===== config.mk =====
export PLATFORM = sky130hd
export DESIGN_NAME = bc_sequencer_conditions_flip_queue
export DESIGN_NICKNAME = d
export VERILOG_FILES = /design/src/common/bc_seq_pkg.sv /design/src/design/bc_sequencer_conditions_flip_queue.sv
export SDC_FILE = /design/constraint.sdc
export NUM_CORES = 1
export LEC_CHECK = 0
export BUFFER_PORTS_ARGS = -buffer_cell sky130_fd_sc_hd__buf_2
export CAP_MARGIN = 20
export CELL_PAD_IN_SITES_DETAIL_PLACEMENT = 1
export CELL_PAD_IN_SITES_GLOBAL_PLACEMENT = 2
export CORE_UTILIZATION = 28
export DETAILED_ROUTE_END_ITERATION = 7
export PLACE_DENSITY_LB_ADDON = 0.1
export SLEW_MARGIN = 20
export SYNTH_ARGS = -nofsm -noshare
export SYNTH_HDL_FRONTEND = slang
export SYNTH_SLANG_ARGS = --single-unit

===== constraint.sdc =====
create_clock -name clk -period 5.42 [get_ports clk]
set_clock_uncertainty 0.15 [all_clocks]
set_input_delay 0 -clock clk [delete_from_list [all_inputs] [get_ports clk]]
set_output_delay 0 -clock clk [all_outputs]
set_load 0.1 [all_outputs]

===== src/common/bc_seq_pkg.sv =====
`default_nettype none
package bc_seq_pkg;
    // ********************************************************
    // register map (byte addresses, one 32-bit word each)
    // ********************************************************
    localparam logic [7:0] ADDR_CONFIG = 8'h00;
    localparam logic [7:0] ADDR_FLAGS = 8'h04;
    localparam logic [7:0] ADDR_QPTR = 8'h08;
    localparam logic [7:0] ADDR_INT_STATUS = 8'h0c;
    localparam logic [7:0] ADDR_INT_MASK = 8'h10;
    localparam logic [7:0] ADDR_CONDITION = 8'h14;

    // ********************************************************
    // fields
    // ********************************************************
    localparam int CFG_BCAST_EN_BIT = 11;
    localparam int INT_ROLLOVER_BIT = 0;
    localparam int INT_FLIP_BIT = 1;
    localparam int INT_BITS = 2;
    localparam int FLAG_BITS = 8;
    localparam int FLAG_SET_LSB = 0;
    localparam int FLAG_CLR_LSB = 8;
    // message control word: status mask field and broadcast mask
    localparam int CTRL_MASK_MSB = 14;
    localparam int CTRL_MASK_LSB = 10;
    localparam int CTRL_RSV_MASK_BIT = 9;
    localparam int CTRL_BCAST_MASK_BIT = 5;
    // remote terminal status word positions (bit 0 = lsb)
    localparam int STAT_MSG_ERR = 10;
    localparam int STAT_INSTR = 9;
    localparam int STAT_SRQ = 8;
    localparam int STAT_RSV_MSB = 7;
    localparam int STAT_RSV_LSB = 5;
    localparam int STAT_BCAST_RX = 4;
    localparam int STAT_BUSY = 3;
    localparam int STAT_SUBSYS = 2;
    localparam int STAT_TFLAG = 0;

    // ********************************************************
    // condition codes, constants, reset values
    // ********************************************************
    localparam logic [3:0] CC_NORESP = 4'h8;
    localparam logic [3:0] CC_FMT_ERR = 4'h9;
    localparam logic [3:0] CC_GOOD_XFER = 4'ha;
    localparam logic [3:0] CC_MASKED = 4'hb;
    localparam logic [3:0] CC_BAD_MSG = 4'hc;
    localparam logic [3:0] CC_RETRY_LOW = 4'hd;
    localparam logic [3:0] CC_RETRY_HIGH = 4'he;
    localparam logic [3:0] CC_ALWAYS = 4'hf;
    localparam logic [15:0] FLIP_XOR = 16'h0010;
    localparam int QUEUE_DEPTH = 64;
    localparam int QIDX_BITS = 6;
    localparam logic [15:0] QUEUE_BASE_RESET = 16'h0000;
    localparam logic [15:0] CONFIG_RESET = 16'h0000;
    localparam logic [INT_BITS-1:0] INT_MASK_RESET = 2'h0;

    typedef enum logic [2:0] {
        op_none,
        execute_and_toggle_op,
        flag_update_op,
        push_time_tag_op,
        push_block_status_op,
        push_immediate_op,
        push_memory_op
    } op_t;
endpackage
`default_nettype wire


===== src/design/bc_sequencer_conditions_flip_queue.sv =====
// Implementation choices: the AHB-Lite slave port and the register addresses.
`timescale 1ns/100ps
`default_nettype none
module bc_sequencer_conditions_flip_queue (
    input wire logic clk,
    input wire logic rst_n,
    // ahb-lite slave
    input wire logic hsel,
    input wire logic [7:0] haddr,
    input wire logic [1:0] htrans,
    input wire logic hwrite,
    input wire logic [2:0] hsize,
    input wire logic [31:0] hwdata,
    input wire logic hready,
    output logic hreadyout,
    output logic hresp,
    output logic [31:0] hrdata,
    // latest message results from the message engine
    input wire logic [15:0] msg_ctrl_word,
    input wire logic [15:0] msg_status_word,
    input wire logic [15:0] msg_block_status,
    input wire logic msg_fmt_err,
    input wire logic msg_loop_fail,
    input wire logic msg_no_resp,
    input wire logic msg_good_xfer,
    input wire logic [1:0] msg_retries,
    input wire logic [15:0] time_tag,
    // instruction issue
    input wire logic instr_valid,
    input wire bc_seq_pkg::op_t instr_op,
    input wire logic [3:0] instr_cond,
    input wire logic instr_invert,
    input wire logic [15:0] instr_param,
    input wire logic [15:0] instr_param_addr,
    input wire logic [15:0] instr_mem_data,
    // results
    output logic cond_true,
    output logic exec_valid,
    output logic [15:0] exec_block_addr,
    output logic mem_wr_valid,
    output logic [15:0] mem_wr_addr,
    output logic [15:0] mem_wr_data,
    output logic irq
);
    import bc_seq_pkg::*;

    // ********************************************************
    // reset release
    // ********************************************************
    logic rst_meta_n;
    logic rst_sync_n;

    always_ff @(posedge clk or negedge rst_n) begin
        if (!rst_n) begin
            rst_meta_n <= 1'b0;
            rst_sync_n <= 1'b0;
        end else begin
            rst_meta_n <= 1'b1;
            rst_sync_n <= rst_meta_n;
        end
    end

    // ********************************************************
    // state
    // ********************************************************
    logic [15:0] config_bits;
    logic [FLAG_BITS-1:0] flags;
    logic [QIDX_BITS-1:0] qidx;
    logic [15:0] queue_base;
    logic [INT_BITS-1:0] int_status;
    logic [INT_BITS-1:0] int_mask;
    logic [7:0] dp_addr;
    logic dp_write;
    logic [15:0] cc;
    logic masked_status_condition;
    logic bad_msg;
    logic retry_count_low;
    logic retry_count_high;
    logic sel_cond;
    logic is_push;
    logic [15:0] push_data;
    logic rollover_evt;
    logic flip_evt;
    logic host_wr;
    logic [7:0] op_set;
    logic [7:0] op_clr;
    logic [7:0] host_set;
    logic [7:0] host_clr;
    logic [7:0] all_set;
    logic [7:0] all_clr;
    logic [QIDX_BITS-1:0] next_qidx;

    // ********************************************************
    // condition codes
    // ********************************************************
    always_comb begin
        masked_status_condition =
            |(~msg_ctrl_word[CTRL_MASK_MSB:CTRL_MASK_LSB] &
              {msg_status_word[STAT_MSG_ERR], msg_status_word[STAT_BUSY],
               msg_status_word[STAT_SUBSYS], msg_status_word[STAT_TFLAG],
               msg_status_word[STAT_SRQ] | msg_status_word[STAT_INSTR]});
        if (!msg_ctrl_word[CTRL_RSV_MASK_BIT] &&
            |msg_status_word[STAT_RSV_MSB:STAT_RSV_LSB]) begin
            masked_status_condition = 1'b1;
        end
        if (config_bits[CFG_BCAST_EN_BIT] && !msg_ctrl_word[CTRL_BCAST_MASK_BIT] &&
            msg_status_word[STAT_BCAST_RX]) begin
            masked_status_condition = 1'b1;
        end
    end

    // status set is not an input here, so it cannot disturb this code
    assign bad_msg = msg_fmt_err | msg_loop_fail | msg_no_resp;
    // 2'b10 cannot be produced; a count of 3 is clamped to two
    assign retry_count_low = |msg_retries;
    assign retry_count_high = msg_retries[1];

    always_comb begin
        cc = {1'b1, retry_count_high, retry_count_low, bad_msg, masked_status_condition,
              msg_good_xfer, msg_fmt_err, msg_no_resp, flags};
        cc[CC_ALWAYS] = 1'b1;
    end

    assign sel_cond = cc[instr_cond] ^ instr_invert;

    // ********************************************************
    // instruction execution
    // ********************************************************
    assign is_push = instr_valid && (instr_op == push_time_tag_op ||
        instr_op == push_block_status_op || instr_op == push_immediate_op ||
        instr_op == push_memory_op);
    assign flip_evt = instr_valid && instr_op == execute_and_toggle_op && sel_cond;
    assign next_qidx = qidx + 6'h01;
    assign rollover_evt = is_push && qidx == 6'h3f;

    always_comb begin
        case (instr_op)
            push_time_tag_op: push_data = time_tag;
            push_block_status_op: push_data = msg_block_status;
            push_immediate_op: push_data = instr_param;
            push_memory_op: push_data = instr_mem_data;
            default: push_data = 16'h0000;
        endcase
    end

    always_ff @(posedge clk or negedge rst_sync_n) begin
        if (!rst_sync_n) begin
            cond_true <= 1'b0;
            exec_valid <= 1'b0;
            exec_block_addr <= 16'h0000;
        end else begin
            cond_true <= instr_valid ? sel_cond : cond_true;
            // the block runs whatever the condition says
            exec_valid <= instr_valid && instr_op == execute_and_toggle_op;
            if (instr_valid && instr_op == execute_and_toggle_op) begin
                exec_block_addr <= instr_param;
            end
        end
    end

    always_ff @(posedge clk or negedge rst_sync_n) begin
        if (!rst_sync_n) begin
            mem_wr_valid <= 1'b0;
            mem_wr_addr <= 16'h0000;
            mem_wr_data <= 16'h0000;
        end else begin
            mem_wr_valid <= flip_evt || is_push;
            if (flip_evt) begin
                mem_wr_addr <= instr_param_addr;
                mem_wr_data <= instr_param ^ FLIP_XOR;
            end else if (is_push) begin
                mem_wr_addr <= queue_base + {10'h000, qidx};
                mem_wr_data <= push_data;
            end
        end
    end

    // ********************************************************
    // ahb-lite slave: zero wait states, always okay
    // ********************************************************
    assign hreadyout = 1'b1;
    assign hresp = 1'b0;
    assign host_wr = dp_write;

    always_ff @(posedge clk or negedge rst_sync_n) begin
        if (!rst_sync_n) begin
            dp_addr <= 8'h00;
            dp_write <= 1'b0;
            hrdata <= 32'h00000000;
        end else begin
            dp_write <= 1'b0;
            if (hsel && htrans[1] && hready) begin
                dp_addr <= haddr;
                dp_write <= hwrite;
                // read data is latched at the address phase
                case (haddr)
                    ADDR_CONFIG: hrdata <= {16'h0000, config_bits};
                    ADDR_FLAGS: hrdata <= {24'h000000, flags};
                    ADDR_QPTR: hrdata <= {16'h0000, queue_base + {10'h000, qidx}};
                    ADDR_INT_STATUS: hrdata <= {30'h00000000, int_status};
                    ADDR_INT_MASK: hrdata <= {30'h00000000, int_mask};
                    ADDR_CONDITION: hrdata <= {16'h0000, cc};
                    default: hrdata <= 32'h00000000;
                endcase
            end
        end
    end

    always_ff @(posedge clk or negedge rst_sync_n) begin
        if (!rst_sync_n) begin
            config_bits <= CONFIG_RESET;
            int_mask <= INT_MASK_RESET;
        end else if (host_wr && dp_addr == ADDR_CONFIG) begin
            config_bits <= hwdata[15:0];
        end else if (host_wr && dp_addr == ADDR_INT_MASK) begin
            int_mask <= hwdata[INT_BITS-1:0];
        end
    end

    // ********************************************************
    // general purpose flags: set+clear together toggles
    // ********************************************************
    assign op_set = (instr_valid && instr_op == flag_update_op) ?
        instr_param[FLAG_SET_LSB +: 8] : 8'h00;
    assign op_clr = (instr_valid && instr_op == flag_update_op) ?
        instr_param[FLAG_CLR_LSB +: 8] : 8'h00;
    assign host_set = (host_wr && dp_addr == ADDR_FLAGS) ? hwdata[FLAG_SET_LSB +: 8] : 8'h00;
    assign host_clr = (host_wr && dp_addr == ADDR_FLAGS) ? hwdata[FLAG_CLR_LSB +: 8] : 8'h00;
    assign all_set = op_set | host_set;
    assign all_clr = op_clr | host_clr;

    always_ff @(posedge clk or negedge rst_sync_n) begin
        if (!rst_sync_n) begin
            flags <= 8'h00;
        end else begin
            flags <= (flags & ~(all_set | all_clr)) | (all_set & ~all_clr) |
                     (~flags & all_set & all_clr);
        end
    end

    // ********************************************************
    // queue pointer: write sets base and index together
    // ********************************************************
    always_ff @(posedge clk or negedge rst_sync_n) begin
        if (!rst_sync_n) begin
            qidx <= 6'h00;
            queue_base <= QUEUE_BASE_RESET;
        end else if (host_wr && dp_addr == ADDR_QPTR) begin
            queue_base <= {hwdata[15:QIDX_BITS], 6'h00};
            qidx <= hwdata[QIDX_BITS-1:0];
        end else if (is_push) begin
            qidx <= next_qidx;
        end
    end

    // ********************************************************
    // interrupts: sticky, write one to clear, set wins
    // ********************************************************
    always_ff @(posedge clk or negedge rst_sync_n) begin
        if (!rst_sync_n) begin
            int_status <= '0;
        end else begin
            if (host_wr && dp_addr == ADDR_INT_STATUS) begin
                int_status <= int_status & ~hwdata[INT_BITS-1:0];
            end
            if (rollover_evt) begin
                int_status[INT_ROLLOVER_BIT] <= 1'b1;
            end
            if (flip_evt) begin
                int_status[INT_FLIP_BIT] <= 1'b1;
            end
        end
    end

    assign irq = |(int_status & int_mask);
endmodule
`default_nettype wire


## After elaboration in Yosys (flattened, before gate mapping)

Index checks and enable logic that the tools add are counted.

| word-level totals | value |
|---|---|
| logic and storage cells | 112 |
| memory bits (writable) | 0 |
| memories | 0 |
| latch bits | 0 |
| memory bits (read-only) | 0 |
| bits in registers | 138 |
| output and inout bits | 86 |
| input port bits | 177 |

| operators by class | value |
|---|---|
| multiply operators | 0 |
| shift operators | 0 |
| muxes and demuxes | 20 |
| reduce and logical (&&, ||, !) cells | 32 |
| order comparisons | 1 |
| bitwise logic cells | 23 |
| div/mod/pow operators | 0 |
| $add $sub $neg | 2 |
| equal/unequal tests | 16 |

Operators with widths:

| kind | number |
|---|---|
| $pmux W16 S6 | 1 |
| $mux W16 | 4 |
| $pmux W16 S4 | 1 |
| $or A8 B8 Y8 | 5 |
| $and A8 B8 Y8 | 4 |
| $eq A8 B4 Y1 const B | 4 |
| $mux W8 | 4 |
| $eq A8 B5 Y1 const B | 3 |
| $not A8 Y8 | 3 |
| $add A16 B6 Y16 | 1 |
| $eq A8 B3 Y1 const B | 2 |
| $logic_not A8 Y1 | 2 |
| $logic_and A1 B1 Y1 | 15 |
| $mux W6 | 2 |
| $eq A3 B3 Y1 const B | 3 |
| $reduce_bool A2 Y1 | 4 |
| $add A6 B1 Y6 const B | 1 |
| $eq A3 B2 Y1 const B | 2 |
| $eq A6 B6 Y1 const B | 1 |
| $mux W1 | 6 |
| $and A5 B5 Y5 | 1 |
| $lt A4 B5 Y1 const B | 1 |
| $not A5 Y5 | 1 |
| $reduce_or A5 Y1 | 1 |
| other kinds (13) | 22 |

## Logic depth before layout (Yosys ltp)

| logic depth | value |
|---|---|
| word-level depth | 10 |
| gate-level depth with buffers | 10 |
| mapped depth without buffers | 6 |

## Worst setup path before layout

Ideal clock, no wire load.

| timing path | value |
|---|---|
| path type | register to register |
| start | register config_bits[11] |
| end | register mem_wr_addr[10] |
| setup slack | 3.047 ns |
| period minus slack after synthesis | 2.373 ns |
| stages on the path, launching flop included | 8 |
| data arrival time | 2.098 ns |
| path buffers | 1 |
| library setup time | 0.125 ns |
| data required time | 5.145 ns |
| path through | dfrtp_1 > nand3b_1 > o221ai_1 > or3_4 > a2111o_1 > nand3_1 > buf_2 > mux2_2 |

| between the ends | value |
|---|---|
| longest elaborated chain between the ends | 8 |
| elaborated cells on any way between the ends | 9 |
| classes of those cells | mux (4); bitwise (1); reduce/logical (4) |

Ends and longest elaborated chain:

| what | line | source |
|---|---|---|
| start: declaration | bc_sequencer_conditions_flip_queue.sv:66 | `logic [15:0] config_bits;` |
| start signal: assignment | bc_sequencer_conditions_flip_queue.sv:214 | `config_bits <= hwdata[15:0];` |
| $logic_and A1 B1 Y1 * (2 in series) | bc_sequencer_conditions_flip_queue.sv:106 | `if (config_bits[CFG_BCAST_EN_BIT] && !msg_ctrl_word[CTRL_BCAST_MASK_BIT] &&` |
| $mux W1 * | bc_sequencer_conditions_flip_queue.sv:106 |  |
| $bmux W1 S4 * | bc_sequencer_conditions_flip_queue.sv:124 | `assign sel_cond = cc[instr_cond] ^ instr_invert;` |
| $mux W1 (not written as such) * | bc_sequencer_conditions_flip_queue.sv:124 |  |
| $xor A1 B1 Y1 * | bc_sequencer_conditions_flip_queue.sv:124 |  |
| $logic_and A1 B1 Y1 * | bc_sequencer_conditions_flip_queue.sv:132 | `assign flip_evt = instr_valid && instr_op == execute_and_toggle_op && sel_cond;` |
| $mux W16 / $reduce_bool A2 Y1 (equally long branches) | - |  |
| end signal: assignment | bc_sequencer_conditions_flip_queue.sv:169 | `mem_wr_addr <= instr_param_addr;` |
| end signal: assignment | bc_sequencer_conditions_flip_queue.sv:172 | `mem_wr_addr <= queue_base + {10'h000, qidx};` |
| end: declaration | bc_sequencer_conditions_flip_queue.sv:41 | `output logic [15:0] mem_wr_addr,` |

Mark *: on every way between the ends. The rest lies on a longest branch, timed or not. The select of a mux whose other input is x is not followed.
A chain may end at the register's enable or synchronous reset.

## Worst setup path in the final report

| timing path | value |
|---|---|
| start | input port haddr[1] |
| end | register hrdata[13] |

| between the ends | value |
|---|---|
| longest elaborated chain between the ends | 2 |
| elaborated cells on any way between the ends | 7 |
| classes of those cells | eq/ne (5); mux (1); reduce/logical (1) |

Ends and longest elaborated chain:

| what | line | source |
|---|---|---|
| start: declaration | bc_sequencer_conditions_flip_queue.sv:9 | `input wire logic [7:0] haddr,` |
| $eq A8 B5 Y1, or another cell as far along | bc_sequencer_conditions_flip_queue.sv:196 | `case (haddr)` |
| $pmux W16 S6 * | bc_sequencer_conditions_flip_queue.sv:196 |  |
| end signal: assignment | bc_sequencer_conditions_flip_queue.sv:197 | `ADDR_CONFIG: hrdata <= {16'h0000, config_bits};` |
| end signal: assignment | bc_sequencer_conditions_flip_queue.sv:198 | `ADDR_FLAGS: hrdata <= {24'h000000, flags};` |
| end signal: assignment | bc_sequencer_conditions_flip_queue.sv:199 | `ADDR_QPTR: hrdata <= {16'h0000, queue_base + {10'h000, qidx}};` |
| end: declaration | bc_sequencer_conditions_flip_queue.sv:17 | `output logic [31:0] hrdata,` |

Mark *: on every way between the ends. The rest lies on a longest branch, timed or not.

==> metrics.txt <==
# TYPE chip_impl_metric gauge
chip_impl_info{name="r2r_end",value="mem_wr_addr[15]"} 1
chip_impl_metric{name="synth_compound_gate_area_share",unit=""} 0.195
chip_impl_metric{name="fp.coreArea",unit="mm²"} 0.0226
chip_impl_metric{name="timing.critical_path.required",unit="ns"} 5.63
chip_impl_metric{name="holdPathStages",unit=""} 6
chip_impl_metric{name="worst_pin_slew",unit="ns"} 0.978
chip_impl_metric{name="postCtsResizedCells",unit=""} 0
chip_impl_info{name="status",value="finished clean"} 1
chip_impl_metric{name="worst-endpoint-arrival",unit="ns"} 3.78
chip_impl_info{name="crit_path_top_cell_by_count",value="sky130_fd_sc_hd__dlygate4sd3_1"} 1
chip_impl_metric{name="total_power_consumption_of_the_routed_design",unit="mW"} 3.53
chip_impl_metric{name="grt_util_all_layers",unit=""} 0.211
chip_impl_metric{name="final_max_slew_violation_count",unit=""} 0
chip_impl_info{name="crit-reg2reg-launch",value="flags[3]"} 1
chip_impl_metric{name="clock.fmax",unit="GHz"} 0.280
chip_impl_info{name="min-delay-path-class",value="input port to flip-flop"} 1
chip_impl_info{name="grt_setup_unrepaired",value="false"} 1
chip_impl_metric{name="share_of_synthesized_area_occupied_by_flip_flops_and_latches",unit=""} 0.474
chip_impl_metric{name="grt_pass1_vias",unit=""} 6938
chip_impl_metric{name="post_route_cells_drive_above_1_share",unit=""} 0.302
chip_impl_metric{name="worst_setup_hold_path_clk_slew",unit="ns"} 0.06
chip_impl_metric{name="grt_first_pass_wirelength",unit="µm"} 38300
chip_impl_metric{name="core.rowCount",unit=""} 55
chip_impl_metric{name="final_net_count",unit=""} 1150
chip_impl_metric{name="finalSetupTns",unit="ns"} 0
chip_impl_metric{name="die_area",unit="mm²"} 0.0236
chip_impl_metric{name="post_synth_num_cell_types",unit=""} 58
chip_impl_metric{name="number_of_antenna_diodes",unit=""} 0
chip_impl_metric{name="die_h",unit="µm"} 154
chip_impl_info{name="cpMaxStageDelayCell",value="sky130_fd_sc_hd__or4_1"} 1
chip_impl_metric{name="io_buffer_count",unit=""} 209
chip_impl_info{name="cp-start-kind",value="input port"} 1
chip_impl_info{name="synth_ff_type",value="sky130_fd_sc_hd__dfrtp_1"} 1
chip_impl_metric{name="hold_violations",unit=""} 0
chip_impl_metric{name="syn-instance-count",unit=""} 672
chip_impl_metric{name="ratio_of_routed_vias_to_standard_cells",unit=""} 5.07
chip_impl_metric{name="start_util",unit=""} 0.285
chip_impl_info{name="critical_path_class",value="input port to flip-flop"} 1
chip_impl_metric{name="power-per-cell-area",unit="mW/mm²"} 379
chip_impl_metric{name="top_level_ports",unit=""} 263
chip_impl_metric{name="wire_per_inst",unit="µm"} 19.1
chip_impl_metric{name="crit_fanout",unit=""} 8
chip_impl_metric{name="grt_antenna_before_repair",unit=""} 0
chip_impl_metric{name="avg_cell_area_syn",unit="µm²"} 9.59
chip_impl_metric{name="sum_of_overflow_across_all_layers_after_global_routing",unit=""} 0
chip_impl_metric{name="layout_worst_path_cycle_share",unit=""} 0.658
chip_impl_metric{name="cts_sinks",unit=""} 122
chip_impl_metric{name="yosysWarningCount",unit=""} 0
chip_impl_metric{name="pin_count_of_the_biggest_net_entering_global_routing",unit=""} 75
chip_impl_metric{name="drcViolationCount",unit=""} 0
chip_impl_metric{name="max_stage_delay",unit="ns"} 0.61
chip_impl_metric{name="finalWeightedCongestion",unit=""} 0.797
chip_impl_info{name="cts_root_buffer",value="sky130_fd_sc_hd__clkbuf_16"} 1
chip_impl_metric{name="worstRegToRegCells",unit=""} 7
chip_impl_metric{name="synth-async-reset-ratio",unit=""} 1.00
chip_impl_metric{name="yosys-mux-area-fraction",unit=""} 0.103
chip_impl_metric{name="nFillCells",unit=""} 2646
chip_impl_info{name="cts_tree",value="yes"} 1
chip_impl_info{name="dominant_combinational_cell_family_by_area_after_synthesis",value="compound AO/OA/AOI/OAI gates"} 1
chip_impl_metric{name="cts-buffers-inserted",unit=""} 17
chip_impl_info{name="critical_path_cell_by_cell",value="dlygate4sd3_1 > buf_2 > or4_1 > nor4_2 > and2_1 > o21a_1 > dlygate4sd3_1 > a221oi_1 > o21ai_1 > dlygate4sd3_1"} 1
chip_impl_metric{name="synthToLayoutAreaGrowth",unit="%"} 44.3
chip_impl_metric{name="count_of_tritonroute_iterations_in_the_first_routing_pass",unit=""} 4
chip_impl_info{name="worst_hold_path.endpoint",value="hrdata[11]"} 1
chip_impl_metric{name="maxSlewHeadroom",unit=""} 0.348
chip_impl_metric{name="final_period_minus_worst_setup_slack",unit="ns"} 3.57
chip_impl_metric{name="synthSimpleGateAreaFrac",unit=""} 0.160
chip_impl_metric{name="drtAntennaViolNets",unit=""} 0
chip_impl_info{name="timing.hold.worst.start",value="msg_status_word[2]"} 1
chip_impl_metric{name="half_perimeter_wire_length_after_detailed_placement",unit="µm"} 17800
chip_impl_info{name="critical_path.endpoint_type",value="flip-flop"} 1
chip_impl_metric{name="flip_flop_and_latch_count_after_synthesis",unit=""} 122
chip_impl_metric{name="p_leak",unit="nW"} 4.42
chip_impl_metric{name="depth_of_the_cts_h_tree",unit=""} 4
chip_impl_metric{name="via_count",unit=""} 6434
chip_impl_metric{name="setup-violations-final",unit=""} 0
chip_impl_metric{name="post_synth_fa_ha_maj_area_fraction",unit=""} 0.00194
chip_impl_metric{name="synthXorXnorAreaFrac",unit=""} 0.00679
chip_impl_metric{name="synth.cell_area",unit="mm²"} 0.00645
chip_impl_metric{name="clock_tree.buffer_depth",unit=""} 2
chip_impl_metric{name="insertion_delay",unit="ns"} 0.42
chip_impl_metric{name="cap_viol_max_count",unit=""} 0
chip_impl_metric{name="initialDrtViolationCount",unit=""} 216
chip_impl_metric{name="worst_ir_drop_vdd",unit="µV"} 194
chip_impl_metric{name="synth-edff-count",unit=""} 0
chip_impl_metric{name="regToRegSetupSlack",unit="ns"} 2.28
chip_impl_metric{name="totalWireLength",unit="µm"} 24300
chip_impl_metric{name="fp.dieW",unit="µm"} 154
-- final cells by class --
class | instances | area, µm² | share of cell area
tap | 285 | 357 | 0.0383
timing repair buffer | 324 | 2170 | 0.234
clock inverter | 14 | 138 | 0.0148
sequential | 122 | 3060 | 0.329
clock buffer | 18 | 439 | 0.0472
inverter | 16 | 60.1 | 0.00646
multi-input combinational | 491 | 3080 | 0.331
-- worst max-delay path, delay by kind of cell --
| family | cells | cell delay, ns |
|---|---|---|
| buffers and inverters | 4 | 1.75 |
| AO/OA/AOI/OAI | 3 | 0.38 |
| AND/OR/NAND/NOR | 3 | 1.65 |
-- worst max-delay path by stage --
stage                           start         endpoint  slack [ns]  cells past startpoint
after global placement    instr_op[1]   mem_wr_addr[1]        2.13                      7
after global routing      instr_op[1]   mem_wr_addr[7]        1.62                      8
after floorplan            rst_sync_n        cond_true        1.62                      0
after detailed placement  instr_op[1]  mem_wr_addr[15]        1.93                      7
after CTS                    haddr[1]       hrdata[13]        1.82                     10
final                        haddr[1]       hrdata[13]        1.85                     10
-- cells in the final DEF (no fill, tap or decap), types with 19 or more instances in the layout --
cell type,netlist,final
sky130_fd_sc_hd__nand2_1,152,152
sky130_fd_sc_hd__dlygate4sd3_1,0,106
sky130_fd_sc_hd__o21ai_0,31,31
sky130_fd_sc_hd__a221oi_1,27,27
sky130_fd_sc_hd__dfrtp_1,122,121
sky130_fd_sc_hd__nor2_1,39,39
sky130_fd_sc_hd__buf_2,12,209
sky130_fd_sc_hd__mux2_2,35,35
sky130_fd_sc_hd__conb_1,2,19
sky130_fd_sc_hd__a21oi_1,25,25
sky130_fd_sc_hd__a221o_1,22,22
sky130_fd_sc_hd__mux2i_1,20,20
-- cells by family (layout without fill, tap and decap cells) --
| group | after synthesis | in the layout |
|---|---|---|
| multiplexers | 58 | 58 |
| adder cells (fa/ha/maj) | 1 | 1 |
| buffers and inverters | 76 | 372 |
| AO/OA/AOI/OAI | 171 | 171 |
| XOR/XNOR | 5 | 5 |
| other | 2 | 19 |
| flip-flops | 122 | 122 |
| AND/OR/NAND/NOR | 237 | 237 |
-- synthesized netlist by cell type (3+ instances only) --
cell / number / share of area
sky130_fd_sc_hd__nor4_1: 3 / 0.0029
sky130_fd_sc_hd__a221oi_1: 27 / 0.037
sky130_fd_sc_hd__clkbuf_1: 25 / 0.015
sky130_fd_sc_hd__a221o_1: 22 / 0.034
sky130_fd_sc_hd__nor2b_1: 7 / 0.0068
sky130_fd_sc_hd__mux2_2: 35 / 0.061
sky130_fd_sc_hd__nor3_1: 3 / 0.0023
sky130_fd_sc_hd__inv_1: 14 / 0.0082
sky130_fd_sc_hd__o21ai_0: 31 / 0.024
sky130_fd_sc_hd__buf_2: 12 / 0.0093
sky130_fd_sc_hd__buf_1: 3 / 0.0017
sky130_fd_sc_hd__a22oi_1: 16 / 0.019
sky130_fd_sc_hd__a211oi_1: 5 / 0.0058
sky130_fd_sc_hd__nand4_1: 3 / 0.0029
sky130_fd_sc_hd__nand2b_1: 4 / 0.0039
sky130_fd_sc_hd__dfrtp_1: 122 / 0.47
sky130_fd_sc_hd__mux2i_1: 20 / 0.031
sky130_fd_sc_hd__o22ai_1: 7 / 0.0068
sky130_fd_sc_hd__a22o_1: 17 / 0.023
sky130_fd_sc_hd__nand2_1: 152 / 0.089
sky130_fd_sc_hd__a21oi_1: 25 / 0.019
sky130_fd_sc_hd__o21ai_1: 6 / 0.0047
sky130_fd_sc_hd__xor2_1: 3 / 0.0041
sky130_fd_sc_hd__buf_4: 18 / 0.021
sky130_fd_sc_hd__nor2_1: 39 / 0.023
sky130_fd_sc_hd__nand3_1: 8 / 0.0062
sky130_fd_sc_hd__o21a_1: 3 / 0.0035
-- through the flow --
| stage | instances | utilization | setup slack, ns | area, µm² | hold WS [ns] |
|---|---|---|---|---|---|
| after floorplan | 689 | - | 1.62 | 6510 | -0.446 |
| after global placement | 1132 | 0.339 | 2.13 | 7660 | -0.362 |
| after detailed placement | 1132 | 0.339 | 1.93 | 7660 | -0.362 |
| after CTS | 1270 | 0.411 | 1.82 | 9300 | 0.00114 |
| after global routing | 1270 | 0.411 | 1.62 | 9300 | 0.0426 |
| final | 1270 | 0.411 | 1.85 | 9300 | 0.00802 |
-- where the power goes --
part	internal, mW	switching [mW]	leakage (nW)
logic	0.315	0.879	2.65
registers	1.06	0.161	1.49
clock network	0.652	0.461	0.272
-- state kept, by name, summed over array words and instances (netlist names) --
name,count
hrdata,16
exec_block_addr,16
int_mask,2
queue_base,10
config_bits,16
rst_sync_n,1
dp_write,1
mem_wr_valid,1
mem_wr_addr,16
mem_wr_data,16
dp_addr,8
flags,8
exec_valid,1
int_status,2
qidx,6
rst_meta_n,1
cond_true,1
-- metal layers --
layer | wire length, µm | part of all wire | GRT usage
met2 | 12400 | 0.51 | 0.377
met1 | 10100 | 0.41 | 0.246
met3 | 1230 | 0.051 | 0.0471
met5 | 0 | 0 | 0
met4 | 599 | 0.025 | 0.0800
-- what timing repair did --
item                       4_1_cts  5_1_grt
hold endpoints to repair       114        0
setup endpoints to repair        0        0
hold buffers                   106        0
setup buffers                    0        0
(Power assumes the default switching activity.)
